===== config.mk =====
export PLATFORM = sky130hd
export DESIGN_NAME = i2cs_top
export DESIGN_NICKNAME = d
export VERILOG_FILES = /design/src/hw/i2cs_pkg.sv /design/src/hw/i2cs_top.sv /design/src/hw/i2cs_line.sv /design/src/hw/i2cs_tmo.sv
export SDC_FILE = /design/constraint.sdc
export NUM_CORES = 1
export LEC_CHECK = 0
export ABC_CLOCK_PERIOD_IN_PS = 2800
export BUFFER_PORTS_ARGS = -buffer_cell sky130_fd_sc_hd__clkbuf_2
export CAP_MARGIN = 20
export CORE_MARGIN = 4
export CORE_UTILIZATION = 45
export CTS_CLUSTER_DIAMETER = 60
export CTS_CLUSTER_SIZE = 12
export DETAILED_ROUTE_END_ITERATION = 10
export PLACE_DENSITY = 0.74
export SKIP_CTS_REPAIR_TIMING = 1
export SLEW_MARGIN = 30
export SYNTH_ARGS = -nofsm -noshare
export SYNTH_HDL_FRONTEND = slang
export SYNTH_SLANG_ARGS = --single-unit
export TNS_END_PERCENT = 30

===== constraint.sdc =====
create_clock -name clk_sys -period 2.8 [get_ports clk_sys]
set_input_delay 0.42 -clock clk_sys [delete_from_list [all_inputs] [get_ports clk_sys]]
set_output_delay 0.42 -clock clk_sys [all_outputs]
set_load 0.005 [all_outputs]

===== src/hw/i2cs_pkg.sv =====
package i2cs_pkg;

  // Register byte offsets on the Avalon slave.
  localparam logic [4:0] I2CS_OFS_MODE = 5'h00;
  localparam logic [4:0] I2CS_OFS_STAT = 5'h04;
  localparam logic [4:0] I2CS_OFS_ADDR = 5'h08;
  localparam logic [4:0] I2CS_OFS_DATA = 5'h0C;
  localparam logic [4:0] I2CS_OFS_TMO = 5'h10;

  // Mode control fields.
  localparam int I2CS_MODE_SEL_POS = 5;
  localparam int I2CS_MODE_EN_POS = 1;
  localparam logic [2:0] I2CS_MODE_SLAVE = 3'h6;
  localparam logic [2:0] I2CS_MODE_RST = 3'h7;

  // Status and control fields.
  localparam int I2CS_ST_DONE_POS = 7;
  localparam int I2CS_ST_MATCH_POS = 6;
  localparam int I2CS_ST_BUSY_POS = 5;
  localparam int I2CS_ST_TX_POS = 4;
  localparam int I2CS_ST_ACK_TO_SEND_POS = 3;
  localparam int I2CS_ST_RW_POS = 2;
  localparam int I2CS_ST_ACK_RECEIVED_POS = 0;
  localparam logic I2CS_DONE_RST = 1'b1;
  localparam logic I2CS_ACK_RECEIVED_RST = 1'b1;

  // Time-out control fields.
  localparam int I2CS_TMO_EN_POS = 7;
  localparam int I2CS_TMO_FLAG_POS = 6;
  localparam int I2CS_TMO_SEL_W = 6;
  localparam logic [7:0] I2CS_TMO_RST = 8'h00;

  // Time-out counter runs on the sub clock divided by this figure.
  localparam int I2CS_TMO_DIV = 32;
  localparam int I2CS_TMO_DIV_W = $clog2(I2CS_TMO_DIV);

  // Bits of an address phase and of a data byte, before the ack bit.
  localparam logic [3:0] I2CS_BITS_BYTE = 4'h8;

  typedef enum logic [2:0] {
    I2CS_IDLE = 3'h0,
    I2CS_ADDR = 3'h1,
    I2CS_AACK = 3'h3,
    I2CS_HOLD = 3'h2,
    I2CS_DATA = 3'h6,
    I2CS_DACK = 3'h7,
    I2CS_WSTOP = 3'h5
  } i2cs_state_t;

  typedef struct packed {
    logic scl;
    logic sda;
  } i2cs_pin_in_t;

  typedef struct packed {
    logic scl_o;
    logic scl_oe;
    logic sda_o;
    logic sda_oe;
  } i2cs_pin_out_t;

endpackage : i2cs_pkg


===== src/hw/i2cs_top.sv =====
// Notes on behaviour
// - Slave only in mode 110 with enable.
// - Shift seven address bits MSB first, compare.
// - Address match sets flag and interrupt.
// - Eighth bit stored as master-read flag.
// - Matched address acknowledged low on ninth bit.
// - SDA fall with SCL high sets busy.
// - One interrupt for match, byte, time-out.
// - Hold SCL low until data register serviced.
// - Transmit-select picks driving or sampling SDA.
// - Data bytes eight bits, MSB first.
// - Receiver drives ack-to-send on ninth clock.
// - Transmit NACK releases SDA, waits STOP.
// - One data register for both directions.
// - Counter starts on match, clears, stops.
// - Time-out when time since last SCL fall exceeds limit.
// - Time-out stops, flags, interrupts, resets engine.
// - Time-out resets only status register.
// - Period is select plus one times 32.
// - Time-out flag stays until software clears.
// - STOP clears the busy flag.
// - Byte-done low in transfer, high after.
// - Ack-received zero when master acknowledged.
`timescale 1ns/1ps
`default_nettype none
module i2cs_top
  import i2cs_pkg::*;
(
  input wire logic clk_sys,
  input wire logic nrst,
  input wire logic [4:0] avs_address,
  input wire logic avs_read,
  input wire logic avs_write,
  input wire logic [31:0] avs_writedata,
  input wire logic [3:0] avs_byteenable,
  output logic [31:0] avs_readdata,
  output logic avs_waitrequest,
  input wire i2cs_pin_in_t pin_in,
  output i2cs_pin_out_t pin_out,
  input wire logic sub_clock,
  output logic bus_irq
);

  typedef struct packed {
    i2cs_state_t st;
    logic [3:0] cnt;
    logic [7:0] sh;
    logic [2:0] serial_mode_select;
    logic serial_enable;
    logic [7:0] own_address_reg;
    logic [7:0] shift_data_reg;
    logic byte_done_flag;
    logic addr_match_flag;
    logic bus_busy_flag;
    logic transmit_select;
    logic ack_to_send;
    logic master_read_flag;
    logic ack_received;
    logic timeout_enable;
    logic timeout_flag;
    logic [I2CS_TMO_SEL_W-1:0] timeout_select;
    logic tmo_run;
    logic sda_oe;
    logic scl_oe;
    logic irq;
    logic ack;
    logic [7:0] rdata;
  } i2cs_top_st_t;

  i2cs_top_st_t r;
  i2cs_top_st_t s;
  logic [1:0] lvl;
  logic [1:0] rise;
  logic [1:0] fall;
  logic tmo_expire;
  logic enabled;
  logic start_det;
  logic stop_det;
  logic acc;
  logic wr_go;
  logic rd_go;
  logic release_hold;
  logic [7:0] stat_rd;
  logic [7:0] tmo_rd;

  i2cs_line #(
    .N(2)
  ) u_line (
    .clk_sys(clk_sys),
    .nrst(nrst),
    .line_in({pin_in.scl, pin_in.sda}),
    .level(lvl),
    .rise(rise),
    .fall(fall)
  );

  i2cs_tmo u_tmo (
    .clk_sys(clk_sys),
    .nrst(nrst),
    .sub_clock(sub_clock),
    .run(r.tmo_run & r.timeout_enable),
    .clr(fall[1]),
    .sel(r.timeout_select),
    .expire(tmo_expire)
  );

  assign enabled = r.serial_enable &&
    r.serial_mode_select == I2CS_MODE_SLAVE;
  // Only START and STOP are watched; a slave never makes either edge.
  assign start_det = lvl[1] & fall[0];
  assign stop_det = lvl[1] & rise[0];
  // One wait state per access keeps read data registered.
  assign acc = (avs_read | avs_write) & ~r.ack;
  assign avs_waitrequest = acc;
  assign wr_go = avs_write & r.ack & avs_byteenable[0];
  assign rd_go = avs_read & r.ack;

  always_comb
  begin
    stat_rd = '0;
    stat_rd[I2CS_ST_DONE_POS] = r.byte_done_flag;
    stat_rd[I2CS_ST_MATCH_POS] = r.addr_match_flag;
    stat_rd[I2CS_ST_BUSY_POS] = r.bus_busy_flag;
    stat_rd[I2CS_ST_TX_POS] = r.transmit_select;
    stat_rd[I2CS_ST_ACK_TO_SEND_POS] = r.ack_to_send;
    stat_rd[I2CS_ST_RW_POS] = r.master_read_flag;
    stat_rd[I2CS_ST_ACK_RECEIVED_POS] = r.ack_received;
    tmo_rd = {r.timeout_enable, r.timeout_flag, r.timeout_select};
  end

  always_comb
  begin
    s = r;
    s.irq = 1'b0;
    s.ack = acc;
    release_hold = 1'b0;
    if (acc && avs_read)
    begin
      unique case (avs_address)
        I2CS_OFS_MODE: s.rdata = {r.serial_mode_select, 3'h0,
          r.serial_enable, 1'b0};
        I2CS_OFS_STAT: s.rdata = stat_rd;
        I2CS_OFS_ADDR: s.rdata = r.own_address_reg;
        I2CS_OFS_DATA: s.rdata = r.shift_data_reg;
        I2CS_OFS_TMO: s.rdata = tmo_rd;
        default: s.rdata = 8'h00;
      endcase
    end
    if (wr_go)
    begin
      unique case (avs_address)
        I2CS_OFS_MODE:
        begin
          s.serial_mode_select = avs_writedata[I2CS_MODE_SEL_POS +: 3];
          s.serial_enable = avs_writedata[I2CS_MODE_EN_POS];
        end
        I2CS_OFS_STAT:
        begin
          s.transmit_select = avs_writedata[I2CS_ST_TX_POS];
          s.ack_to_send = avs_writedata[I2CS_ST_ACK_TO_SEND_POS];
          s.master_read_flag = avs_writedata[I2CS_ST_RW_POS];
        end
        I2CS_OFS_ADDR: s.own_address_reg = avs_writedata[7:0];
        I2CS_OFS_DATA:
        begin
          s.shift_data_reg = avs_writedata[7:0];
          release_hold = r.transmit_select;
        end
        I2CS_OFS_TMO:
        begin
          s.timeout_enable = avs_writedata[I2CS_TMO_EN_POS];
          s.timeout_flag = avs_writedata[I2CS_TMO_FLAG_POS];
          s.timeout_select = avs_writedata[I2CS_TMO_SEL_W-1:0];
        end
        default: ;
      endcase
    end
    if (rd_go && avs_address == I2CS_OFS_DATA && !r.transmit_select)
      release_hold = 1'b1;

    if (!enabled)
    begin
      s.st = I2CS_IDLE;
      s.sda_oe = 1'b0;
      s.scl_oe = 1'b0;
      s.bus_busy_flag = 1'b0;
      s.tmo_run = 1'b0;
    end
    else if (stop_det)
    begin
      s.st = I2CS_IDLE;
      s.sda_oe = 1'b0;
      s.scl_oe = 1'b0;
      s.bus_busy_flag = 1'b0;
      s.tmo_run = 1'b0;
    end
    else if (start_det)
    begin
      s.st = I2CS_ADDR;
      s.cnt = '0;
      s.sda_oe = 1'b0;
      s.scl_oe = 1'b0;
      s.bus_busy_flag = 1'b1;
      s.addr_match_flag = 1'b0;
    end
    else
    begin
      unique case (r.st)
        I2CS_IDLE, I2CS_WSTOP: s.sda_oe = 1'b0;
        I2CS_ADDR:
        begin
          if (rise[1])
          begin
            s.sh = {r.sh[6:0], lvl[0]};
            s.cnt = r.cnt + 1'b1;
            if (r.cnt == I2CS_BITS_BYTE - 4'h1)
            begin
              if (r.sh[6:0] == r.own_address_reg[7:1])
              begin
                s.addr_match_flag = 1'b1;
                s.master_read_flag = lvl[0];
                s.irq = 1'b1;
                s.tmo_run = 1'b1;
                s.st = I2CS_AACK;
              end
              else
                s.st = I2CS_WSTOP;
            end
          end
        end
        I2CS_AACK:
        begin
          // First fall opens the ninth bit, the second one closes it.
          if (fall[1] && !r.sda_oe)
            s.sda_oe = 1'b1;
          else if (fall[1])
          begin
            s.sda_oe = 1'b0;
            s.scl_oe = 1'b1;
            s.st = I2CS_HOLD;
          end
        end
        I2CS_HOLD:
        begin
          s.scl_oe = 1'b1;
          if (release_hold)
          begin
            s.scl_oe = 1'b0;
            s.byte_done_flag = 1'b0;
            // Cleared here so a later byte interrupt reads as data.
            s.addr_match_flag = 1'b0;
            s.cnt = '0;
            s.st = I2CS_DATA;
            if (r.transmit_select)
            begin
              s.sh = s.shift_data_reg;
              s.sda_oe = ~s.shift_data_reg[7];
            end
          end
        end
        I2CS_DATA:
        begin
          if (rise[1])
          begin
            if (!r.transmit_select)
              s.sh = {r.sh[6:0], lvl[0]};
            s.cnt = r.cnt + 1'b1;
          end
          if (fall[1])
          begin
            if (r.cnt == I2CS_BITS_BYTE)
            begin
              s.st = I2CS_DACK;
              if (r.transmit_select)
                s.sda_oe = 1'b0;
              else
              begin
                s.shift_data_reg = r.sh;
                s.sda_oe = ~r.ack_to_send;
              end
            end
            else if (r.transmit_select)
            begin
              s.sh = {r.sh[6:0], 1'b0};
              s.sda_oe = ~r.sh[6];
            end
          end
        end
        I2CS_DACK:
        begin
          if (rise[1] && r.transmit_select)
            s.ack_received = lvl[0];
          if (fall[1])
          begin
            s.sda_oe = 1'b0;
            s.byte_done_flag = 1'b1;
            s.irq = 1'b1;
            if (r.transmit_select && r.ack_received)
              s.st = I2CS_WSTOP;
            else
            begin
              s.scl_oe = 1'b1;
              s.st = I2CS_HOLD;
            end
          end
        end
        default: s.st = I2CS_IDLE;
      endcase
    end

    // A time-out beats every other event, and the flag set beats a clear.
    if (tmo_expire)
    begin
      s.timeout_enable = 1'b0;
      s.timeout_flag = 1'b1;
      s.irq = 1'b1;
      s.tmo_run = 1'b0;
      s.st = I2CS_IDLE;
      s.sda_oe = 1'b0;
      s.scl_oe = 1'b0;
      s.byte_done_flag = I2CS_DONE_RST;
      s.addr_match_flag = 1'b0;
      s.bus_busy_flag = 1'b0;
      s.transmit_select = 1'b0;
      s.ack_to_send = 1'b0;
      s.master_read_flag = 1'b0;
      s.ack_received = I2CS_ACK_RECEIVED_RST;
    end
  end

  always_ff @(posedge clk_sys or negedge nrst)
  begin
    if (!nrst)
    begin
      r <= '0;
      r.st <= I2CS_IDLE;
      r.serial_mode_select <= I2CS_MODE_RST;
      r.byte_done_flag <= I2CS_DONE_RST;
      r.ack_received <= I2CS_ACK_RECEIVED_RST;
      {r.timeout_enable, r.timeout_flag, r.timeout_select} <= I2CS_TMO_RST;
    end
    else
      r <= s;
  end

  // Open-drain pins: the output level is always low.
  assign pin_out.sda_o = 1'b0;
  assign pin_out.scl_o = 1'b0;
  assign pin_out.sda_oe = r.sda_oe;
  assign pin_out.scl_oe = r.scl_oe;
  assign avs_readdata = {24'h000000, r.rdata};
  assign bus_irq = r.irq;
endmodule : i2cs_top
`default_nettype wire


===== src/hw/i2cs_line.sv =====
`timescale 1ns/1ps
`default_nettype none
module i2cs_line
  import i2cs_pkg::*;
#(
  parameter int N = 2
) (
  input wire logic clk_sys,
  input wire logic nrst,
  input wire logic [N-1:0] line_in,
  output logic [N-1:0] level,
  output logic [N-1:0] rise,
  output logic [N-1:0] fall
);

  typedef struct packed {
    logic [N-1:0] cur;
    logic [N-1:0] prev;
  } i2cs_line_st_t;

  i2cs_line_st_t st_r;
  i2cs_line_st_t st_nxt;

  // Idle bus lines float high, so both history bits start at one.
  always_comb
  begin
    st_nxt.cur = line_in;
    st_nxt.prev = st_r.cur;
  end

  always_ff @(posedge clk_sys or negedge nrst)
  begin
    if (!nrst)
      st_r <= '1;
    else
      st_r <= st_nxt;
  end

  for (genvar i = 0; i < N; i++)
  begin : g_edge
    assign level[i] = st_r.cur[i];
    assign rise[i] = st_r.cur[i] & ~st_r.prev[i];
    assign fall[i] = ~st_r.cur[i] & st_r.prev[i];
  end

endmodule : i2cs_line
`default_nettype wire


===== src/hw/i2cs_tmo.sv =====
`timescale 1ns/1ps
`default_nettype none
module i2cs_tmo
  import i2cs_pkg::*;
(
  input wire logic clk_sys,
  input wire logic nrst,
  input wire logic sub_clock,
  input wire logic run,
  input wire logic clr,
  input wire logic [I2CS_TMO_SEL_W-1:0] sel,
  output logic expire
);

  typedef struct packed {
    logic sub_prev;
    logic [I2CS_TMO_DIV_W-1:0] div;
    logic [I2CS_TMO_SEL_W:0] cnt;
    logic expire;
  } i2cs_tmo_st_t;

  i2cs_tmo_st_t st_r;
  i2cs_tmo_st_t st_nxt;
  logic tick;
  logic [I2CS_TMO_SEL_W:0] limit;

  always_comb
  begin
    st_nxt = st_r;
    tick = sub_clock & ~st_r.sub_prev;
    limit = {1'b0, sel} + 7'h01;
    st_nxt.sub_prev = sub_clock;
    st_nxt.expire = 1'b0;
    // The divider restarts with the count so every period is whole.
    if (!run || clr)
    begin
      st_nxt.div = '0;
      st_nxt.cnt = '0;
    end
    else if (tick)
    begin
      st_nxt.div = st_r.div + 1'b1;
      if (st_r.div == I2CS_TMO_DIV_W'(I2CS_TMO_DIV - 1))
        st_nxt.cnt = st_r.cnt + 1'b1;
    end
    if (run && !clr && st_r.cnt == limit && !st_r.expire)
      st_nxt.expire = 1'b1;
  end

  always_ff @(posedge clk_sys or negedge nrst)
  begin
    if (!nrst)
      st_r <= '0;
    else
      st_r <= st_nxt;
  end

  assign expire = st_r.expire;

endmodule : i2cs_tmo
`default_nettype wire


After elaboration in Yosys (flattened, before gate mapping)
Cells that the tools add are included.
{"block": "op_classes", "muxes": 89, "div_mod_pow": 0, "n_bitwise": 24, "eq_ne": 50, "addsub": 4, "n_lt_le_gt_ge": 0, "reduce_logical": 46, "multipliers": 0, "shifts": 0}
{"cell": "8-bit two-way mux", "count": 12}
{"cell": "3-bit two-way mux", "count": 16}
{"cell": "6-bit by 5-bit != test with 1-bit output (second input constant)", "count": 7}
{"cell": "8-bit case mux with 5 select lines", "count": 1}
{"cell": "12-bit two-way mux", "count": 3}
{"cell": "12-bit case mux with 3 select lines", "count": 1}
{"cell": "1-bit two-way mux", "count": 34}
{"cell": "15-bit two-way mux", "count": 2}
{"cell": "10-bit two-way mux", "count": 2}
{"cell": "9-bit two-way mux", "count": 2}
{"cell": "6-bit by 4-bit != test with 1-bit output (second input constant)", "count": 3}
{"cell": "3-bit case mux with 6 select lines", "count": 1}
{"cell": "6-bit AND reduction", "count": 3}
{"cell": "4-bit by 1-bit != test with 1-bit output (second input constant)", "count": 4}
{"cell": "4-bit by 3-bit != test with 1-bit output (second input constant)", "count": 4}
{"cell": "2-bit nonzero test", "count": 8}
{"cell": "5-bit AND reduction", "count": 3}
{"cell": "7-bit == test", "count": 2}
{"cell": "2-bit two-way mux", "count": 7}
{"cell": "7-bit two-way mux", "count": 2}
{"cell": "7-bit AND reduction", "count": 2}
{"cell": "1-bit bitwise AND", "count": 12}
{"cell": "3-bit == test (second input constant)", "count": 4}
{"cell": "2-bit AND reduction", "count": 6}
{"cell": "other kinds (37)", "count": 72}
{"block": "totals", "inputBits": 48, "latch_bits": 0, "reg_bits": 81, "ram_bits": 0, "romBits": 0, "output_inout_bits": 38, "mem_count": 0, "wordCells": 242}

Longest topological paths before layout
Gate-level depths: netlist of the first run.
{"block": "logic_depth", "depth_word": 11, "mapped_depth": 9, "mapped_depth_nobuf": 8}

Modules after synthesis
From an unflattened synthesis of the first run, not the netlist that was laid out.
{"block": "unflattened", "hier_cells": 506, "hier_area_um2": 4949.7}
{"module": "i2cs_top", "instances": 1, "area_each_um2": 3968.8, "cells_per_inst": 412, "seq_area_each_um2": 1582.8}
{"module": "i2cs_tmo", "instances": 1, "area_each_um2": 825.8, "cells_per_inst": 84, "seq_area_each_um2": 350.3}
{"module": "i2cs_line", "instances": 1, "area_each_um2": 155.1, "cells_per_inst": 10, "seq_area_each_um2": 105.1}

Least setup slack after synthesis of the first run
Ideal clock, no wire load.
{"block": "synth_path", "kind": "register -> register", "start": "register r[46] (netlist bit)", "end": "register r[49] (netlist bit)", "t_required_ps": 2679, "path_slack_ps": 751, "setup_ps": 121, "stages_incl_launch_ff": 7, "synth_period_minus_slack_ps": 2049, "n_path_buf": 0, "arrival_time_ps": 1928, "cell_sequence": "dfstp_2 -> nand4b_1 -> a21oi_1 -> inv_1 -> a211oi_4 -> o211ai_2 -> a22o_1"}
{"block": "synth_between", "elab_chain_cells": 3}
{"item": "from (decl)", "line": "i2cs_top.sv:70", "text": "i2cs_top_st_t r;"}
{"item": "from (signal assigned)", "line": "i2cs_top.sv:343", "text": "r <= s;"}
{"item": "3-bit == test", "line": "i2cs_top.sv:108", "text": "r.serial_mode_select == I2CS_MODE_SLAVE;"}
{"item": "1-bit logical AND", "line": "i2cs_top.sv:107", "text": "assign enabled = r.serial_enable &&"}
{"item": "6-bit AND reduction (no source line)"}
Every way passes these cells.
A chain may end at the register's enable or synchronous reset.

Final worst setup path of the first run
{"block": "layout_path", "start": "register r[60] (netlist bit)", "end": "register r[59] (netlist bit)"}
{"block": "layout_between", "elab_chain_cells": 3, "elab_cells_between_ends": 10, "classes_between": "eq/ne: 6; mux: 2; reduce/logical: 2"}
{"item": "3-bit by 2-bit == test with 1-bit output, or another cell as far along", "line": "i2cs_top.sv:208", "text": "unique case (r.st)"}
{"item": "3-bit != test (no source line), or another cell as far along"}
{"item": "6-bit AND reduction (no source line) or 7-bit two-way mux (tied branches)"}
Parallel ways exist; a longest one is shown, timed or not.

==> metrics, run 1 <==
status=finished clean; die width=around 110 µm; Syn-to-layout area delta=7.583%; Arrival @ worst endpoint=2.73 ns; row count=36; Post-Syn Area=roughly 0.0047 mm²; post-synthesis sequential area ratio=43.50%; # DRC=0; cts bufs inserted=9; Tot GR Track Use=19.20%; clock buffer depth=2; RSZ-0062 raised after global routing=no; crit-path cells=nor2b_1 > nand2_1 > a31oi_4 > a21oi_1 > o21ai_0 > a22o_1; Num Clock Sinks=between 80 and 90; most frequent cells in the layout=72 x dfrtp_1, 40 x nand2_1, 39 x nor2_1, 31 x clkbuf_2, 26 x conb_1; Worst R2R Setup Slack=0.38 ns; first-pass GRT wire length=about 18000 µm; synth unique cells=between 60 and 70; Critical Path Start Type=flip-flop; Fin. Hold Viols=0; CTS tree=yes; Starting Density=approximately 47%; Pwr Density=between 400 and 500 mW/mm²; async set-reset flop share out of synthesis=100.0%; Final setup violation count=0; First-pass DRT Iterations=7; WL per Instance=roughly 17 µm; max incr delay on CP=between 0.5 and 0.6 ns; Max FO, Critical Path=17; Vias=around 3700; Starting DRT DRC Count=approximately 380; Worst EP required=a little over 3 ns; initial antenna violation count=0; I/O Pins=86; cells after synthesis=476; gr ovfl total=0; input/output buffers=32; most common cell after layout, fill and taps aside=dfrtp_1; worst r2r src=r[60]$_DFFE_PN0P_; core area=approximately 0.010 mm²; area of placed instances=roughly 0.0048 mm²; GR peak layer=met2; EDFF count, synth=0; synthesis-stage register bit count=81; Synth Flop Type=dfrtp_1; Critical path buffers and inverters=0; Crit Path Category=flip-flop to flip-flop; Critical Path Start=r[60]$_DFFE_PN0P_; full die area=0.01211 mm²; Max VDD drop=around 0.00019 V; reg2reg path depth=6; Final min period=approximately 2.4 ns; Worst Tran Pin Value=around 0.85 ns; Setup TNS=0 ns; HPWL Detailed=approximately 7900 µm; CP endpoint kind=flip-flop; max-cap violation count=0; final instance area=about 0.0050 mm²; worst-case clock skew=approximately 0.01 ns; share of layout cells above drive strength 1=18.93%; grt met3 use=under 10%; worst skew pair latency=0.37 ns; Die Ht=between 100 and 150 µm; Critical Path End=r[59]$_DFFE_PN0P_; drt total wl=10920 µm; Lkg Pwr=about 0.0023 µW; pin count of the biggest net entering global routing=just over 80; Total Nets Final=approximately 560; Final Max Tran Viols=0; n_diodes=0; routability cong.=roughly 0.9; Peak Freq=0.4125 GHz; H-Tree Level Count=3; CP delay by family, top=compound AO/OA/AOI/OAI gates; Slew HR=between 40% and 50%; HP Class=input pin to asynchronous set/reset pin; vias per cell=about 5.8; synthesized area per cell=slightly below 10 µm²; Worst-path clk slew=approximately 0.090 ns; synth warn=0; met2 usage=around 30%; vias in the first global route=about 3600; ANT nets after route=0; Final period util=around 87%; Crit path depth=6; met1 Resource Use GR=between 20% and 30%; Crit-path slowest cell=dfrtp_1; clock root buffer=clkbuf_8; reg-to-reg endpoint=r[59]$_DFFE_PN0P_
[cells by family after synthesis]
family / Yosys count / share of synthesized area [%]
AND/OR/NAND/NOR: 162 / 17.97
AO/OA/AOI/OAI: 104 / 15.81
flip-flops: 81 / 43.50
buffers and inverters: 59 / 7.770
multiplexers: 37 / 8.411
XOR/XNOR: 26 / 4.860
adder cells (fa/ha/maj): 6 / 1.602
other: 1 / 0.08003
[cell usage after synthesis (2+ instances only)]
cell type	n	area share (%)
dfrtp_1	72	38
nand2_1	40	3.2
nor2_1	39	3.1
buf_4	36	5.8
a21oi_1	25	2.7
o21ai_0	23	2.5
mux2_2	19	4.6
mux2i_1	18	3.8
a22o_1	17	3.2
nand3_1	14	1.5
clkbuf_1	13	1.0
xnor2_1	13	2.4
xor2_1	13	2.4
nor2b_1	11	1.5
dfstp_2	9	5.0
nand4_1	9	1.2
a222oi_1	8	1.7
inv_1	8	0.64
and3_1	7	0.93
nand2b_1	7	0.93
ha_1	6	1.6
nor3_1	5	0.53
a31oi_1	4	0.53
and2_1	4	0.53
nand3b_1	4	0.64
a21o_1	3	0.48
a22oi_1	3	0.48
o21a_1	3	0.48
or2_2	3	0.40
a211oi_1	2	0.32
nand4b_1	2	0.37
nor3_2	2	0.43
nor3b_1	2	0.32
nor4_1	2	0.27
o31a_1	2	0.37
o31ai_1	2	0.32
or3_1	2	0.27
[sequential cells by signal (all words and copies together) (netlist names)]
name	cells
r	52
u_tmo.expire	1
u_tmo.st_r	13
pin_out	2
u_line.level	2
u_line.st_r	2
avs_readdata	8
bus_irq	1
[power by group]
| group | switching, µW | internal (µW) |
|---|---|---|
| clock | 451 | 419 |
| sequential | 47.4 | 1220 |
| combinational | 115 | 76.7 |
[worst min-delay path by stage]
stage                                  endpoint                       from  cells past startpoint
floorplan           avs_readdata[0]$_DFFE_PN0P_                       nrst                      0
global placement       u_line.st_r[1]$_DFF_PN1_  u_line.level[1]$_DFF_PN1_                      0
detailed placement     u_line.st_r[1]$_DFF_PN1_  u_line.level[1]$_DFF_PN1_                      0
CTS                    u_tmo.st_r[13]$_DFF_PN0_                       nrst                      1
global route           u_tmo.st_r[13]$_DFF_PN0_                       nrst                      1
finish                 u_tmo.st_r[13]$_DFF_PN0_                       nrst                      1
[layer usage]
metal | up-vias | share of wire [%]
met3 | 24 | 8.9
met5 | - | 0
met2 | 193 | 45
li1 | 1709 | -
met1 | 1764 | 44
met4 | 0 | 2.3
[layout make-up]
cell class	count	area (µm²)
inverter	8	30.03
sequential	81	2038
tap	133	166.4
timing repair buffer	41	234.0
fill	897	4913
clock buffer	11	131.4
clock inverter	5	63.81
multi-input combinational	361	2377
[through the flow]
stage	util, %	hold slack (ns)	total power [µW]	std cells	setup WS, ns
2_1_floorplan	-	0.1244	1411	501	0.7514
3_3_place_gp	48.64	0.4004	1467	624	0.5468
3_5_place_dp	48.68	0.4069	1477	624	0.4672
4_1_cts	50.64	0.1056	2344	640	0.4403
5_1_grt	50.64	0.1217	2421	640	0.2987
6_report	50.64	0.06239	2327	640	0.3757
(Power assumes the default switching activity.)
==> inputs of run 2 (changes only) <==
CORE_ASPECT_RATIO = 1.2   (was unset)
==> run 2 against run 1 <==
  * Flip-flop and latch count did not move
  * Highest routed layer unchanged
  * Largest power group unchanged
  * Wire length rose by 6.5%
  * Worst setup slack improved by 0.14 ns
  * Power rose by 15%
  * Via count rose by 1.5%
  * Combinational power barely moved
  * Sequential power barely moved
  * Global-route usage rose by 0.93 points
  * Core utilization rose by 0.34 points
  * Register-to-register slack improved by 0.14 ns
  * Non-clock buffer count rose by 1
  * Die area barely moved
==> metrics, run 2 (synthesis gave the netlist of run 1 again) <==
worst-case clock skew=0.005985 ns; drt total wl=approximately 12000 µm; die width=just over 100 µm; share of layout cells above drive strength 1=a little under 20%; Max VDD drop=approximately 0.00032 V; reg2reg path depth=6; CP endpoint kind=flip-flop; Num Clock Sinks=81; worst skew pair latency=between 0.3 and 0.4 ns; max incr delay on CP=about 0.67 ns; Pwr Density=roughly 520 mW/mm²; initial antenna violation count=0; worst r2r src=r[62]$_DFFE_PN0P_; Slew HR=around half; CP delay by family, top=compound AO/OA/AOI/OAI gates; WL per Instance=between 15 and 20 µm; Starting Density=a little under half; max-cap violation count=0; core area=slightly above 0.01 mm²; HPWL Detailed=8323 µm; full die area=~0.012 mm²; Die Ht=119.8 µm; First-pass DRT Iterations=6; reg-to-reg endpoint=r[55]$_DFFE_PN0P_; most common cell after layout, fill and taps aside=dfrtp_1; Critical Path Start Type=flip-flop; crit-path cells=inv_1 > nand2_1 > a31oi_4 > a211oi_4 > o211ai_2 > a22o_1; most frequent cells in the layout=72 x dfrtp_1, 40 x nand2_1, 39 x nor2_1, 31 x clkbuf_2, 26 x conb_1; Worst EP required=slightly above 3 ns; Worst Tran Pin Value=between 0.7 and 0.8 ns; pin count of the biggest net entering global routing=between 80 and 90; Final Max Tran Viols=0; Largest Register=r; ANT nets after route=0; n_diodes=0; Syn-to-layout area delta=9.987%; H-Tree Level Count=3; status=finished clean; Worst-path clk slew=about 0.060 ns; Fin. Hold Viols=0; HP Class=input pin to asynchronous set/reset pin; Max FO, Critical Path=17; first-pass GRT wire length=19070 µm; CTS tree=yes; Final period util=81.58%; Worst R2R Setup Slack=between 0.5 and 0.6 ns; Peak Freq=0.4378 GHz; # DRC=0; Vias=between 3000 and 4000; Lkg Pwr=0.002344 µW; input/output buffers=32; vias per cell=~6; gr ovfl total=0; Starting DRT DRC Count=between 300 and 400; Critical Path Start=r[62]$_DFFE_PN0P_; Crit Path Category=flip-flop to flip-flop; Final setup violation count=0; max FFs per register=52; area of placed instances=roughly 0.0048 mm²; cts bufs inserted=9; Setup TNS=0 ns; clock buffer depth=2; Total Nets Final=between 500 and 600; I/O Pins=86; RSZ-0062 raised after global routing=no; Final min period=2.284 ns; Critical path buffers and inverters=1; row count=40; clock root buffer=clkbuf_16; Crit-path slowest cell=dfrtp_1; Critical Path End=r[55]$_DFFE_PN0P_; Crit path depth=6; routability cong.=just under 0.9; vias in the first global route=3660; final instance area=0.005154 mm²; Arrival @ worst endpoint=2.51 ns; Tot GR Track Use=between 20% and 30%
==> run 2: changes by cell type in the layout (fill, tap and decap cells not counted) <==
cell        previous run  this run
clkinvlp_4             1         3
clkbuf_16              0         9
clkinv_4               2         0
buf_4                  9        10
inv_6                  1         0
clkbuf_8               9         2
clkbuf_1               2         1
==> run 2: cell type report <==
type / instances / area (µm²)
repair buffers: 42 / 241.5
fillers: 926 / 4956
multi-input cells: 361 / 2377
flip-flops and latches: 81 / 2038
clock inverters: 4 / 52.55
well taps: 126 / 157.7
inverters: 8 / 30.03
clock buffers: 12 / 256.5
==> run 2: per-stage QoR <==
step / setup WS (ns) / util [%] / std cells / hold WS (ns) / power [µW]
finish: 0.5158 / 50.98 / 634 / 0.1068 / 2670
floorplan: 0.7514 / - / 501 / 0.1244 / 1411
detailed placement: 0.5844 / 47.92 / 618 / 0.4097 / 1477
global route: 0.3628 / 50.98 / 634 / 0.1431 / 2779
global placement: 0.6236 / 47.88 / 618 / 0.4089 / 1469
CTS: 0.5785 / 50.98 / 634 / 0.1482 / 2686
==> run 2: worst min-delay path by stage <==
stage	endpoint	slack (ns)	cells past startpoint
floorplan	avs_readdata[0]$_DFFE_PN0P_	0.12	0
global placement	u_line.st_r[1]$_DFF_PN1_	0.41	0
detailed placement	u_line.st_r[1]$_DFF_PN1_	0.41	0
CTS	bus_irq$_DFF_PN0_	0.15	1
global route	u_line.level[1]$_DFF_PN1_	0.14	1
finish	pin_out[2]$_DFFE_PN0P_	0.11	1
==> run 2: metal layers <==
layer / GRT usage, % / part of all wire [%] / vias to the layer above
met3: 3.488 / 4.9 / 28
met5: 0 / 0 / -
li1: - / - / 1709
met1: 25.78 / 41 / 1867
met4: 8.894 / 2.7 / 0
met2: 33.02 / 51 / 141
==> run 2: power by group <==
| part | internal [µW] | switching, µW |
|---|---|---|
| Sequential | 1220 | 51.7 |
| Clock | 739 | 470 |
| Combinational | 74.4 | 115 |
| Total | 2030 | 637 |
